--- src/hw/ibus_pkg.sv ---
// Shared constants for the serial bus receive and transmit unit
package ibus_pkg;

    // ----------------------------------------------------------------
    // Register addresses (4-bit latched address)
    // ----------------------------------------------------------------
    localparam logic [3:0] ADDR_STATUS_0 = 4'h0;
    localparam logic [3:0] ADDR_STATUS_1 = 4'h1;
    localparam logic [3:0] ADDR_COMMAND = 4'h3;
    localparam logic [3:0] ADDR_RX_A_PAIR = 4'hA;
    localparam logic [3:0] ADDR_TX_PAIR = 4'hB;

    // ----------------------------------------------------------------
    // Field positions
    // ----------------------------------------------------------------
    localparam int BIT_TX_READY = 0;
    localparam int BIT_RX_READY = 1;
    localparam int BIT_LINE_MODE_A = 0;
    localparam int BIT_CLOCK_DIR = 1;
    localparam int CMD_WIDTH = 2;
    localparam int WL_LSB = 4;
    localparam int WL_WIDTH = 4;
    localparam int RX_BITS = 12;
    localparam int TX_BITS = 8;
    localparam logic [7:0] BYTE_ZERO = 8'h00;
    localparam logic [CMD_WIDTH-1:0] CMD_RESET = 2'h0;
    localparam logic TX_READY_RESET = 1'b1;

    // ----------------------------------------------------------------
    // Synchronised pin vector layout
    // ----------------------------------------------------------------
    localparam int PIN_ALE = 0;
    localparam int PIN_RD_N = 1;
    localparam int PIN_WR_N = 2;
    localparam int PIN_CS_N = 3;
    localparam int PIN_DATA_A = 4;
    localparam int PIN_LIM_LEN_A = 5;
    localparam int PIN_CLK_SHARED = 6;
    localparam int PIN_DATA_B = 7;
    localparam int PIN_LIMIT_B = 8;
    localparam int PIN_LEN_B = 9;
    localparam int PIN_CLK_B = 10;
    localparam int PIN_MODE_B = 11;
    localparam int PIN_BUS_D0 = 12;
    localparam int PIN_COUNT = 20;

    // ----------------------------------------------------------------
    // Timing
    // ----------------------------------------------------------------
    localparam int CLOCK_KHZ = 25000;
    localparam int BIT_CLOCK_HZ = 62500;
    localparam int QUIET_MIN_US = 300;
    localparam int QUIET_MAX_US = 330;
    localparam int MSG_GAP_US = 140;
    localparam int QUIET_MIN_CYC = (QUIET_MIN_US * CLOCK_KHZ + 999) / 1000;
    localparam int QUIET_MAX_CYC = (QUIET_MAX_US * CLOCK_KHZ) / 1000;
    localparam int MSG_GAP_CYC = (MSG_GAP_US * CLOCK_KHZ + 999) / 1000;
    localparam int HALF_BIT_CYC = (CLOCK_KHZ * 1000) / (2 * BIT_CLOCK_HZ);
    localparam int TIMER_WIDTH = 16;

    typedef enum logic [1:0] {
        TX_IDLE = 2'b00,
        TX_QUIET = 2'b01,
        TX_SHIFT = 2'b10
    } tx_state_t;

endpackage

--- src/hw/ibus_tx_fifo.sv ---
// Word FIFO between the holding pair and the transmitter
`timescale 1ns/100ps
module ibus_tx_fifo #(
    parameter int WIDTH = 16,
    parameter int DEPTH = 16
) (
    input wire logic clock,
    input wire logic resetn,
    input wire logic in_valid,
    output logic in_ready,
    input wire logic [WIDTH-1:0] in_data,
    output logic out_valid,
    input wire logic out_ready,
    output logic [WIDTH-1:0] out_data,
    output logic empty
);
    localparam int AW = $clog2(DEPTH);

    logic [WIDTH-1:0] mem [DEPTH];
    logic [AW-1:0] wr_ptr_q;
    logic [AW-1:0] rd_ptr_q;
    logic [AW:0] count_q;
    logic out_valid_q;
    logic [WIDTH-1:0] out_data_q;

    // ------------------------------------------------------------
    // Handshakes
    // ------------------------------------------------------------
    wire push = in_valid && in_ready;
    wire load = (count_q != '0) && (!out_valid_q || out_ready);
    assign in_ready = (count_q != (AW+1)'(DEPTH));
    assign out_valid = out_valid_q;
    assign out_data = out_data_q;
    assign empty = (count_q == '0) && !out_valid_q;

    always_ff @(posedge clock) begin
        if (push) begin
            mem[wr_ptr_q] <= in_data;
        end
    end

    // Head is prefetched into a register so the read data is a flop
    always_ff @(posedge clock or negedge resetn) begin
        if (!resetn) begin
            wr_ptr_q <= '0;
            rd_ptr_q <= '0;
            count_q <= '0;
            out_valid_q <= 1'b0;
            out_data_q <= '0;
        end else begin
            if (push) begin
                wr_ptr_q <= wr_ptr_q + 1'b1;
            end
            if (load) begin
                rd_ptr_q <= rd_ptr_q + 1'b1;
                out_data_q <= mem[rd_ptr_q];
                out_valid_q <= 1'b1;
            end else if (out_ready) begin
                out_valid_q <= 1'b0;
            end
            count_q <= count_q + (AW+1)'(push) - (AW+1)'(load);
        end
    end
endmodule

--- src/hw/ibus_serial_rx_tx.sv ---
// Serial bus receivers A and B, transmitter B and their register port
`timescale 1ns/100ps

module ibus_serial_rx_tx #(
    parameter int QUIET_CYCLES = ibus_pkg::QUIET_MIN_CYC,
    parameter int FIFO_DEPTH = 16
) (
    input wire logic clock,
    input wire logic resetn,
    input wire logic ale,
    input wire logic rd_n,
    input wire logic wr_n,
    input wire logic cs_n,
    input wire logic [7:0] bus_data_in,
    output logic [7:0] bus_data_out,
    output logic bus_data_oe,
    input wire logic data_a,
    input wire logic lim_len_a,
    input wire logic clk_shared_in,
    output logic clk_shared_out,
    output logic clk_shared_oe,
    input wire logic data_b_in,
    output logic data_b_out,
    output logic data_b_oe,
    input wire logic bus_limit_clock_in,
    output logic bus_limit_clock_out,
    output logic bus_limit_clock_oe,
    input wire logic bus_length_enable,
    input wire logic clock_b,
    input wire logic rx_b_three_line,
    output logic tx_queue_ready
);
    import ibus_pkg::*;

    // ------------------------------------------------------------
    // Pin synchronisers
    // ------------------------------------------------------------
    logic [PIN_COUNT-1:0] pin_s1_q;
    logic [PIN_COUNT-1:0] pin_s2_q;
    logic [PIN_COUNT-1:0] pin_prev_q;
    wire [PIN_COUNT-1:0] pin_raw = {bus_data_in, rx_b_three_line, clock_b,
        bus_length_enable, bus_limit_clock_in, data_b_in, clk_shared_in,
        lim_len_a, data_a, cs_n, wr_n, rd_n, ale};
    // Idle levels in reset, so no false strobe or edge follows release
    localparam logic [PIN_COUNT-1:0] ONE = PIN_COUNT'(1);
    localparam logic [PIN_COUNT-1:0] PIN_IDLE = (ONE << PIN_RD_N) |
        (ONE << PIN_WR_N) | (ONE << PIN_CS_N) | (ONE << PIN_LIM_LEN_A) |
        (ONE << PIN_CLK_SHARED) | (ONE << PIN_LIMIT_B) | (ONE << PIN_CLK_B);

    always_ff @(posedge clock or negedge resetn) begin
        if (!resetn) begin
            pin_s1_q <= PIN_IDLE;
            pin_s2_q <= PIN_IDLE;
            pin_prev_q <= PIN_IDLE;
        end else begin
            pin_s1_q <= pin_raw;
            pin_s2_q <= pin_s1_q;
            pin_prev_q <= pin_s2_q;
        end
    end

    wire [PIN_COUNT-1:0] pin_rise = pin_s2_q & ~pin_prev_q;
    wire [PIN_COUNT-1:0] pin_fall = ~pin_s2_q & pin_prev_q;
    wire [7:0] bus_din = pin_s2_q[PIN_BUS_D0 +: 8];

    // ------------------------------------------------------------
    // Microprocessor register port
    // ------------------------------------------------------------
    logic [3:0] addr_q;
    logic [CMD_WIDTH-1:0] cmd_q;
    logic [7:0] rdata_q;
    logic [7:0] tx_first_q;
    logic wr_second_q;
    logic [1:0] rd_second_q;
    logic tx_ready_q;
    logic [1:0] rx_ready_q;
    logic [RX_BITS+WL_WIDTH-1:0] rx_hold_q [2];

    wire rd_act = !pin_s2_q[PIN_RD_N] && !pin_s2_q[PIN_CS_N];
    wire rd_act_prev = !pin_prev_q[PIN_RD_N] && !pin_prev_q[PIN_CS_N];
    wire wr_act = !pin_s2_q[PIN_WR_N] && !pin_s2_q[PIN_CS_N];
    wire wr_act_prev = !pin_prev_q[PIN_WR_N] && !pin_prev_q[PIN_CS_N];
    wire rd_done = rd_act_prev && !rd_act;
    wire wr_done = wr_act_prev && !wr_act;
    wire wr_tx = wr_done && (addr_q == ADDR_TX_PAIR);
    wire tx_push = wr_tx && wr_second_q;
    wire [1:0] rx_sel = {addr_q == ADDR_TX_PAIR, addr_q == ADDR_RX_A_PAIR};
    wire [1:0] rx_clear = {2{rd_done}} & rx_sel & rd_second_q;
    wire [1:0] rx_set;
    wire [15:0] tx_word;
    wire tx_word_valid;
    wire fifo_empty;
    tx_state_t tx_state_q;

    // Receiver A at index 0, receiver B at index 1
    wire [1:0] pair_ptr = rd_second_q & rx_sel;
    wire rx_idx = rx_sel[1];
    wire [7:0] rx_byte = (|pair_ptr) ? rx_hold_q[rx_idx][15:8] :
        rx_hold_q[rx_idx][7:0];
    wire [7:0] status0 = 8'({rx_ready_q[1], tx_ready_q});
    wire [7:0] status1 = 8'({rx_ready_q[0], 1'b0});
    wire [7:0] rd_mux = (addr_q == ADDR_STATUS_0) ? status0 :
        (addr_q == ADDR_STATUS_1) ? status1 :
        (addr_q == ADDR_COMMAND) ? 8'(cmd_q) :
        (|rx_sel) ? rx_byte : BYTE_ZERO;

    assign bus_data_out = rdata_q;
    assign bus_data_oe = rd_act;

    always_ff @(posedge clock or negedge resetn) begin
        if (!resetn) begin
            addr_q <= '0;
            cmd_q <= CMD_RESET;
            rdata_q <= BYTE_ZERO;
            tx_first_q <= BYTE_ZERO;
            wr_second_q <= 1'b0;
            rd_second_q <= '0;
        end else begin
            rdata_q <= rd_mux;
            if (pin_fall[PIN_ALE]) begin
                addr_q <= bus_din[3:0];
            end
            if (wr_done && addr_q == ADDR_COMMAND) begin
                cmd_q <= bus_din[CMD_WIDTH-1:0];
            end
            if (wr_tx) begin
                if (!wr_second_q) begin
                    tx_first_q <= bus_din;
                end
                wr_second_q <= !wr_second_q;
            end
            if (rd_done) begin
                rd_second_q <= rd_second_q ^ rx_sel;
            end
        end
    end

    // Ready flags: receiver set wins over a same-cycle read clear; a pair write clear beats the transmitter set
    always_ff @(posedge clock or negedge resetn) begin
        if (!resetn) begin
            tx_ready_q <= TX_READY_RESET;
            rx_ready_q <= '0;
        end else begin
            rx_ready_q <= rx_set | (rx_ready_q & ~rx_clear);
            if (tx_push) begin
                tx_ready_q <= 1'b0;
            end else if (tx_state_q == TX_IDLE && fifo_empty) begin
                tx_ready_q <= 1'b1;
            end
        end
    end

    AST_TXRDY_CLEAR: assert property (@(posedge clock) disable iff (!resetn)
        tx_push |=> !tx_ready_q ##1 !tx_ready_q)
        else $error("transmitter ready not cleared by pair write");
    AST_PAIR_ORDER: assert property (@(posedge clock) disable iff (!resetn)
        wr_tx && !wr_second_q |=> wr_second_q && $stable(tx_ready_q))
        else $error("first holding byte started a transfer");

    // ------------------------------------------------------------
    // Bit clock divider and shared clock pin
    // ------------------------------------------------------------
    logic [TIMER_WIDTH-1:0] div_q;
    logic div_clk_q;
    wire div_tick = (div_q == TIMER_WIDTH'(HALF_BIT_CYC - 1));
    wire clk_out_mode = cmd_q[BIT_CLOCK_DIR];
    // Input role: transmitter steps on each edge of the shared pin
    wire ext_tick = pin_rise[PIN_CLK_SHARED] || pin_fall[PIN_CLK_SHARED];
    wire bit_tick = clk_out_mode ? div_tick : ext_tick;

    assign clk_shared_out = div_clk_q;
    assign clk_shared_oe = clk_out_mode;

    always_ff @(posedge clock or negedge resetn) begin
        if (!resetn) begin
            div_q <= '0;
            div_clk_q <= 1'b1;
        end else begin
            div_q <= div_tick ? '0 : div_q + 1'b1;
            if (div_tick) begin
                div_clk_q <= !div_clk_q;
            end
        end
    end

    // ------------------------------------------------------------
    // Transmitter B
    // ------------------------------------------------------------
    logic [TIMER_WIDTH-1:0] quiet_q;
    logic [15:0] tx_next_q;
    logic [2:0] tx_echo_q;
    logic [TX_BITS-1:0] tx_shift_q;
    logic [WL_WIDTH-1:0] tx_bits_q;
    logic tx_phase_q;
    logic tx_lim_q;
    logic tx_dout_q;
    wire line_pulse = pin_fall[PIN_LIMIT_B];
    wire quiet_done = (quiet_q == TIMER_WIDTH'(QUIET_CYCLES - 1));
    wire [WL_WIDTH-1:0] tx_len = tx_next_q[15-:WL_WIDTH];
    wire tx_take = (tx_state_q == TX_IDLE);
    wire shifting = (tx_state_q == TX_SHIFT);

    assign data_b_out = tx_dout_q;
    assign data_b_oe = shifting;
    assign bus_limit_clock_out = tx_lim_q;
    assign bus_limit_clock_oe = shifting;

    always_ff @(posedge clock or negedge resetn) begin
        if (!resetn) begin
            tx_state_q <= TX_IDLE;
            quiet_q <= '0;
            tx_shift_q <= '0;
            tx_bits_q <= '0;
            tx_phase_q <= 1'b0;
            tx_lim_q <= 1'b1;
            tx_dout_q <= 1'b0;
            tx_next_q <= '0;
            tx_echo_q <= '0;
        end else begin
            tx_echo_q <= {tx_echo_q[1:0], shifting};
            unique case (tx_state_q)
                TX_IDLE: begin
                    quiet_q <= '0;
                    // The queue head moves on once taken, so keep a copy
                    tx_next_q <= tx_word;
                    if (tx_word_valid) begin
                        tx_state_q <= TX_QUIET;
                    end
                end
                TX_QUIET: begin
                    if (line_pulse) begin
                        quiet_q <= '0;
                    end else if (quiet_done) begin
                        tx_shift_q <= tx_next_q[7:0];
                        tx_bits_q <= tx_len;
                        tx_dout_q <= tx_next_q[0];
                        tx_lim_q <= (tx_len == '0);
                        tx_phase_q <= 1'b1;
                        tx_state_q <= (tx_len == '0) ? TX_IDLE : TX_SHIFT;
                    end else begin
                        quiet_q <= quiet_q + 1'b1;
                    end
                end
                TX_SHIFT: begin
                    if (bit_tick && tx_phase_q) begin
                        tx_lim_q <= 1'b1;
                        tx_shift_q <= tx_shift_q >> 1;
                        tx_bits_q <= tx_bits_q - 1'b1;
                        tx_phase_q <= 1'b0;
                        if (tx_bits_q == WL_WIDTH'(1)) begin
                            tx_state_q <= TX_IDLE;
                        end
                    end else if (bit_tick) begin
                        tx_lim_q <= 1'b0;
                        tx_dout_q <= tx_shift_q[0];
                        tx_phase_q <= 1'b1;
                    end
                end
                default: tx_state_q <= TX_IDLE;
            endcase
        end
    end

    ibus_tx_fifo #(.WIDTH(16), .DEPTH(FIFO_DEPTH)) u_tx_fifo (
        .clock(clock),
        .resetn(resetn),
        .in_valid(tx_push),
        .in_ready(tx_queue_ready),
        .in_data({bus_din, tx_first_q}),
        .out_valid(tx_word_valid),
        .out_ready(tx_take),
        .out_data(tx_word),
        .empty(fifo_empty)
    );

    AST_QUIET_RESTART: assert property (@(posedge clock) disable iff (!resetn)
        tx_state_q == TX_QUIET && line_pulse |=> quiet_q == '0)
        else $error("limit clock pulse did not restart the timeout");
    AST_LOAD_COUNT: assert property (@(posedge clock) disable iff (!resetn)
        tx_state_q == TX_QUIET && !line_pulse && quiet_done && tx_len != '0
        |=> shifting && tx_bits_q == $past(tx_len))
        else $error("shifter not loaded at timeout end");
    AST_FIRST_EDGE: assert property (@(posedge clock) disable iff (!resetn)
        $rose(shifting) |-> !tx_lim_q && $past(quiet_q) >= (QUIET_CYCLES - 1)
        && $past(quiet_q) <
        QUIET_CYCLES + QUIET_MAX_CYC - QUIET_MIN_CYC)
        else $error("first edge outside the quiet window");
    AST_BIT_COUNT: assert property (@(posedge clock) disable iff (!resetn)
        $fell(shifting) |-> tx_bits_q == '0 && tx_lim_q)
        else $error("transfer ended before all bits were clocked");

    // ------------------------------------------------------------
    // Receivers A (index 0) and B (index 1)
    // ------------------------------------------------------------
    wire [1:0] three_line = {pin_s2_q[PIN_MODE_B], cmd_q[BIT_LINE_MODE_A]};
    wire [1:0] rx_data = {pin_s2_q[PIN_DATA_B], pin_s2_q[PIN_DATA_A]};
    wire [1:0] en_lvl = {pin_s2_q[PIN_LEN_B], pin_s2_q[PIN_LIM_LEN_A]};
    wire [1:0] lim_rise = {pin_rise[PIN_LIMIT_B], pin_rise[PIN_LIM_LEN_A]};
    wire [1:0] en_fall = {pin_fall[PIN_LEN_B], pin_fall[PIN_LIM_LEN_A]};
    // Receiver A borrows the shared pin as its three-line clock
    wire [1:0] clk3_rise = {pin_rise[PIN_CLK_B],
        pin_rise[PIN_CLK_SHARED] && !clk_out_mode};
    // Receiver B ignores our own frame, plus the synchroniser delay
    wire [1:0] rx_block = {shifting || (|tx_echo_q), 1'b0};

    for (genvar g = 0; g < 2; g++) begin : g_rx
        logic [RX_BITS-1:0] sr_q;
        logic [WL_WIDTH-1:0] len_q;
        logic [TIMER_WIDTH-1:0] gap_q;
        wire shift_in = !rx_block[g] && (three_line[g] ?
            (clk3_rise[g] && en_lvl[g]) : lim_rise[g]);
        wire gap_end = !three_line[g] &&
            gap_q == TIMER_WIDTH'(MSG_GAP_CYC - 1);
        wire msg_end = (len_q != '0) && !shift_in &&
            (three_line[g] ? en_fall[g] : gap_end);
        assign rx_set[g] = msg_end && !rx_ready_q[g];

        always_ff @(posedge clock or negedge resetn) begin
            if (!resetn) begin
                sr_q <= '0;
                len_q <= '0;
                gap_q <= '0;
                rx_hold_q[g] <= '0;
            end else begin
                gap_q <= shift_in ? '0 : gap_q + TIMER_WIDTH'(!gap_end);
                if (shift_in) begin
                    sr_q <= {rx_data[g], sr_q[RX_BITS-1:1]};
                    len_q <= len_q + WL_WIDTH'(len_q != '1);
                end else if (msg_end) begin
                    len_q <= '0;
                end
                if (rx_set[g]) begin
                    rx_hold_q[g] <= {len_q, sr_q};
                end
            end
        end

        AST_RX_SET: assert property (@(posedge clock) disable iff (!resetn)
            msg_end && !rx_ready_q[g] |=> rx_ready_q[g])
            else $error("receiver ready not set after message");
        AST_RX_KEEP: assert property (@(posedge clock) disable iff (!resetn)
            rx_ready_q[g] && !rx_clear[g] |=> $stable(rx_hold_q[g]))
            else $error("held message overwritten while ready");
        AST_RX_CLEAR: assert property (@(posedge clock) disable iff (!resetn)
            rx_clear[g] && !rx_set[g] |=> !rx_ready_q[g])
            else $error("pair read did not clear receiver ready");
    end
endmodule

--- config.mk ---
export PLATFORM = sky130hd
export DESIGN_NAME = ibus_serial_rx_tx
export DESIGN_NICKNAME = d
export VERILOG_FILES = /design/src/hw/ibus_pkg.sv /design/src/hw/ibus_tx_fifo.sv /design/src/hw/ibus_serial_rx_tx.sv
export SDC_FILE = /design/constraint.sdc
export NUM_CORES = 1
export LEC_CHECK = 0
export CAP_MARGIN = 0
export CORE_ASPECT_RATIO = 1.1
export CORE_MARGIN = 2
export CORE_UTILIZATION = 51
export DETAILED_ROUTE_END_ITERATION = 12
export DONT_BUFFER_PORTS = 1
export GPL_TIMING_DRIVEN = 1
export PLACE_DENSITY = 0.68
export SYNTH_ARGS = -nofsm -noshare
export SYNTH_HDL_FRONTEND = slang
export SYNTH_SLANG_ARGS = --single-unit
--- constraint.sdc ---
create_clock -name clock -period 3.1 [get_ports clock]
set_clock_uncertainty 0.2 [all_clocks]
set_input_delay 0.93 -clock clock [delete_from_list [all_inputs] [get_ports clock]]
set_output_delay 0.93 -clock clock [all_outputs]
set_load 0.1 [all_outputs]
==> metrics.md <==
| Metric | Value |
|---|---|
| Nets@finish | 1,318 |
| 1st-iter DRT viols | 748 |
| Row count | 73 |
| Reg power frac | 46.3% |
| Dpl hpwl | 21.2 mm |
| Die H | roughly 200 um |
| Leak | between 8 and 9 nW |
| Status | finished with violations |
| Psw | 5.01 mW |
| Post-placement cell count | 1,704 |
| Switch share | 28.0% |
| Clk pwr share | 33.0% |
| First-pass DRT Iterations | 4 |
| Mapped Avg Cell Area | 15.3 um2 |
| Core ar. | 0.0360 mm2 |
| Routed wire length | 34.7 mm |
| Clock Pin Slew Worst Setup and Hold Paths | roughly 0.060 ns |
| Die ar. | 0.0379 mm2 |
| WL/cell | 19.4 um |
| Reg2Reg Setup Slack | 0.35 ns |
| Arrival time at the worst endpoint | about 1.8 ns |
| Root buffer cell | clkbuf_16 |
| PortBufs | 0 |
| Max-slew violations | 0 |
| Async S/R FF share, synth | 57.9% |
| I/O pin count | 38 |
| Worst path slowest cell | dfrtp_1 |
| Starting utilization of the core area | 51.5% |
| Sink Count | between 400 and 500 |
| Clock buffer depth | 3 |
| Worst skew pair latency | 0.61 ns |
| Routed Antenna Nets | 0 |
| CTS tree | done |
| Hold WC Path Type | in -> async |
| Yosys cell types | 65 |
| Worst reg-to-reg path cell count | 15 |
| GRT Total Usage | 19.2% |
| Initial antenna violation count | 0 |
| Period utilisation layout | about 93% |
| Int Pwr | approximately 13 mW |
| TNS Setup | 0 ns |
| RSZ-0062 raised after global routing | no |
| H-tree depth | 2 |
| Antenna Diode Count | 0 |
| Filler cells | 2,759 |
| Vias in the first global route | just over 10,000 |
| Syn_nets | 1,266 |
| Slew at the pin with the worst max-slew slack | 0.902 ns |
| Via count | 9,954 |
| Hold slack | -0.158 ns |
| Seq. cell area | 0.0124 mm2 |
| Launch point of the worst reg-to-reg path | u_tx_fifo.count_q[3]$_DFF_PN0_ |
| Setup ws final | 0.225 ns |
| Final hold violations | between 200 and 250 |
| Max cap viols | 0 |
| Commonest register cell after synthesis | dfrtp_1 |
| #FFs+latches synth | roughly 460 |
| Final Core Density | between 50% and 60% |
| Power after layout | 17.9 mW |
| Multi-input logic area | 0.00583 mm2 |
| Synth-to-Final Area Change | 13.9% |
| FMAX | 348 MHz |
| Post-synth EDFFs | 192 |
| Final-report setup violation count | 0 |
| Max-slew headroom | about two fifths |
| Placed Area | 0.0194 mm2 |
| Largest stage delay, worst path | 0.38 ns |
| Power Density | 847 mW/mm2 |
| CP Cell Sequence | inv_1 -> ha_1 -> nor3b_2 -> nand2_2 -> buf_4 |
| Share of cells above drive strength 1 | 25.3% |
| Worst EP required | 1.97 ns |
| Maximum vdd drop | 0.000660 V |
| Worst-path maximum fanout | 2 |
| Worst r2r dst | u_tx_fifo.count_q[4]$_DFF_PN0_ |
| Num CTS Buffers | 47 |
| Failing checks | negative hold slack |
| Die Span X | 186 um |
| Min Clock Period, post-route | 2.88 ns |
| Gate power share | between 20% and 30% |
| First-pass GRT wire length | 56.0 mm |
| Seq/Total Area, Yosys | around two thirds |
| GP Congestion | between 0.8 and 0.9 |
| Mapped Cells | around 1,200 |
| Residual DRC | 0 |
| Largest net degree at the start of global routing | 265 |
| Via density | around 5.6 |
| Final global-route overflow total | 0 |
| Worst Setup Start Kind | flip-flop |
| DP Worst Slack | 0.156 ns |
| Syn. warnings | 0 |
| Fin area | around 0.021 mm2 |
| Post-synthesis cell area | about 0.019 mm2 |
| Non-Filler Instances | between 1,500 and 2,000 |
| WS Path Type | reg -> out |
| Critical Path Sink Type | output port |
[layer usage]
layer	track usage (%)	vias up	part of all wire, %
li1	-	4621	-
met4	5.43	0	2.0
met2	31.3	168	49
met5	0	-	0
met3	3.69	53	4.1
met1	26.7	5112	45
[kinds of logic (layout without fill, tap and decap cells)]
kind of cell               count (synthesis)  after routing  share of synthesized area (%)
muxes                                    163            163                           14.2
buffers and inverters                     80            171                           1.84
xor gates and xnor gates                  54             54                           2.55
AOI/OAI and AO/OA                        104            104                           3.50
DFF                                      456            456                           67.0
and+or+nand+nor                          327            327                           8.89
adders and majority gates                 30             30                           2.07
[cell usage after synthesis, types with 26 or more instances]
master | n | area, um2
xnor2_1 | 28 | 245
nand4_1 | 29 | 181
ha_1 | 29 | 363
nand2_1 | 95 | 357
xor2_1 | 26 | 228
inv_1 | 29 | 109
dfrtp_1 | 240 | 6010
mux2_2 | 77 | 867
a21oi_1 | 27 | 135
edfxtp_1 | 192 | 5770
nand3_1 | 30 | 150
o21ai_0 | 36 | 180
mux4_2 | 68 | 1530
clkbuf_1 | 35 | 131
nor2_1 | 72 | 270
[critical path, delay by kind of cell, from the launching register on]
family	cells	cell delay, ns
flip-flops	1	0.38
adder cells (fa/ha/maj)	1	0.13
AND/OR/NAND/NOR	2	0.31
buffers and inverters	2	0.33
[cell type report]
| type | instances | share of cell area, % |
|---|---|---|
| Multi-Input combinational cell | 678 | 27.6 |
| Clock buffer | 64 | 6.22 |
| Timing Repair Buffer | 53 | 2.24 |
| Clock inverter | 24 | 1.67 |
| Inverter | 30 | 0.534 |
| Sequential cell | 456 | 58.8 |
| Tap cell | 487 | 2.89 |
[state kept, by name (all words and copies together), names as in the netlist, 3 cells and up]
signal,cells
u_tx_fifo.mem,192
g_rx.gap_q,32
rx_hold_q,32
g_rx.sr_q,24
pin_s1_q,20
pin_s2_q,20
div_q,16
quiet_q,16
tx_next_q,12
u_tx_fifo.out_data,12
pin_prev_q,9
bus_data_out,8
g_rx.len_q,8
tx_first_q,8
tx_shift_q,8
u_tx_fifo.count_q,5
addr_q,4
tx_bits_q,4
u_tx_fifo.rd_ptr_q,4
u_tx_fifo.wr_ptr_q,4
tx_echo_q,3
[worst max-delay path by stage]
stage	from	endpoint	slack [ns]	depth (start not counted)
after floorplan	tx_state_q[0]$_DFFE_PN0P_	tx_shift_q[0]$_DFFE_PN0P_	0.02	9
after detailed placement	u_tx_fifo.count_q[3]$_DFF_PN0_	u_tx_fifo.count_q[4]$_DFF_PN0_	0.16	15
final	u_tx_fifo.count_q[3]$_DFF_PN0_	tx_queue_ready	0.22	5
after CTS	u_tx_fifo.count_q[3]$_DFF_PN0_	tx_queue_ready	0.1	5
after global routing	u_tx_fifo.count_q[3]$_DFF_PN0_	tx_queue_ready	0.13	5
after global placement	u_tx_fifo.count_q[3]$_DFF_PN0_	u_tx_fifo.count_q[4]$_DFF_PN0_	0.29	15
[layout by cell type, fill, tap and decap left out, drive strengths merged, types with 6 or more instances in the layout]
cell type / instances
dfrtp: 240
edfxtp: 192
nand2: 95
mux2: 86
nor2: 72
mux4: 68
clkbuf: 64
buf: 53
o21ai: 37
inv: 31
nand3: 30
nand4: 29
ha: 29
xnor2: 28
a21oi: 28
xor2: 26
dfstp: 24
nor3: 24
nor2b: 15
clkinv: 12
and3: 9
a31oi: 9
mux2i: 9
o31ai: 9
and4: 8
nor4: 8
bufinv: 6
[repair_timing]
item,CTS,global route
setup buffers,0,0
endpoints found under the setup margin,0,2
endpoints found under the hold margin,242,240
gates resized for setup,0,3
[power by group through the flow]
stage	Combinational, mW	Clock [mW]	Sequential [mW]
after floorplan	2.97	0	8.08
after global placement	3.63	0	8.35
after detailed placement	3.74	0	8.39
after CTS	3.76	6.04	8.29
after global routing	4.08	6.28	8.43
final	3.69	5.89	8.28
(Power assumes the default switching activity.)
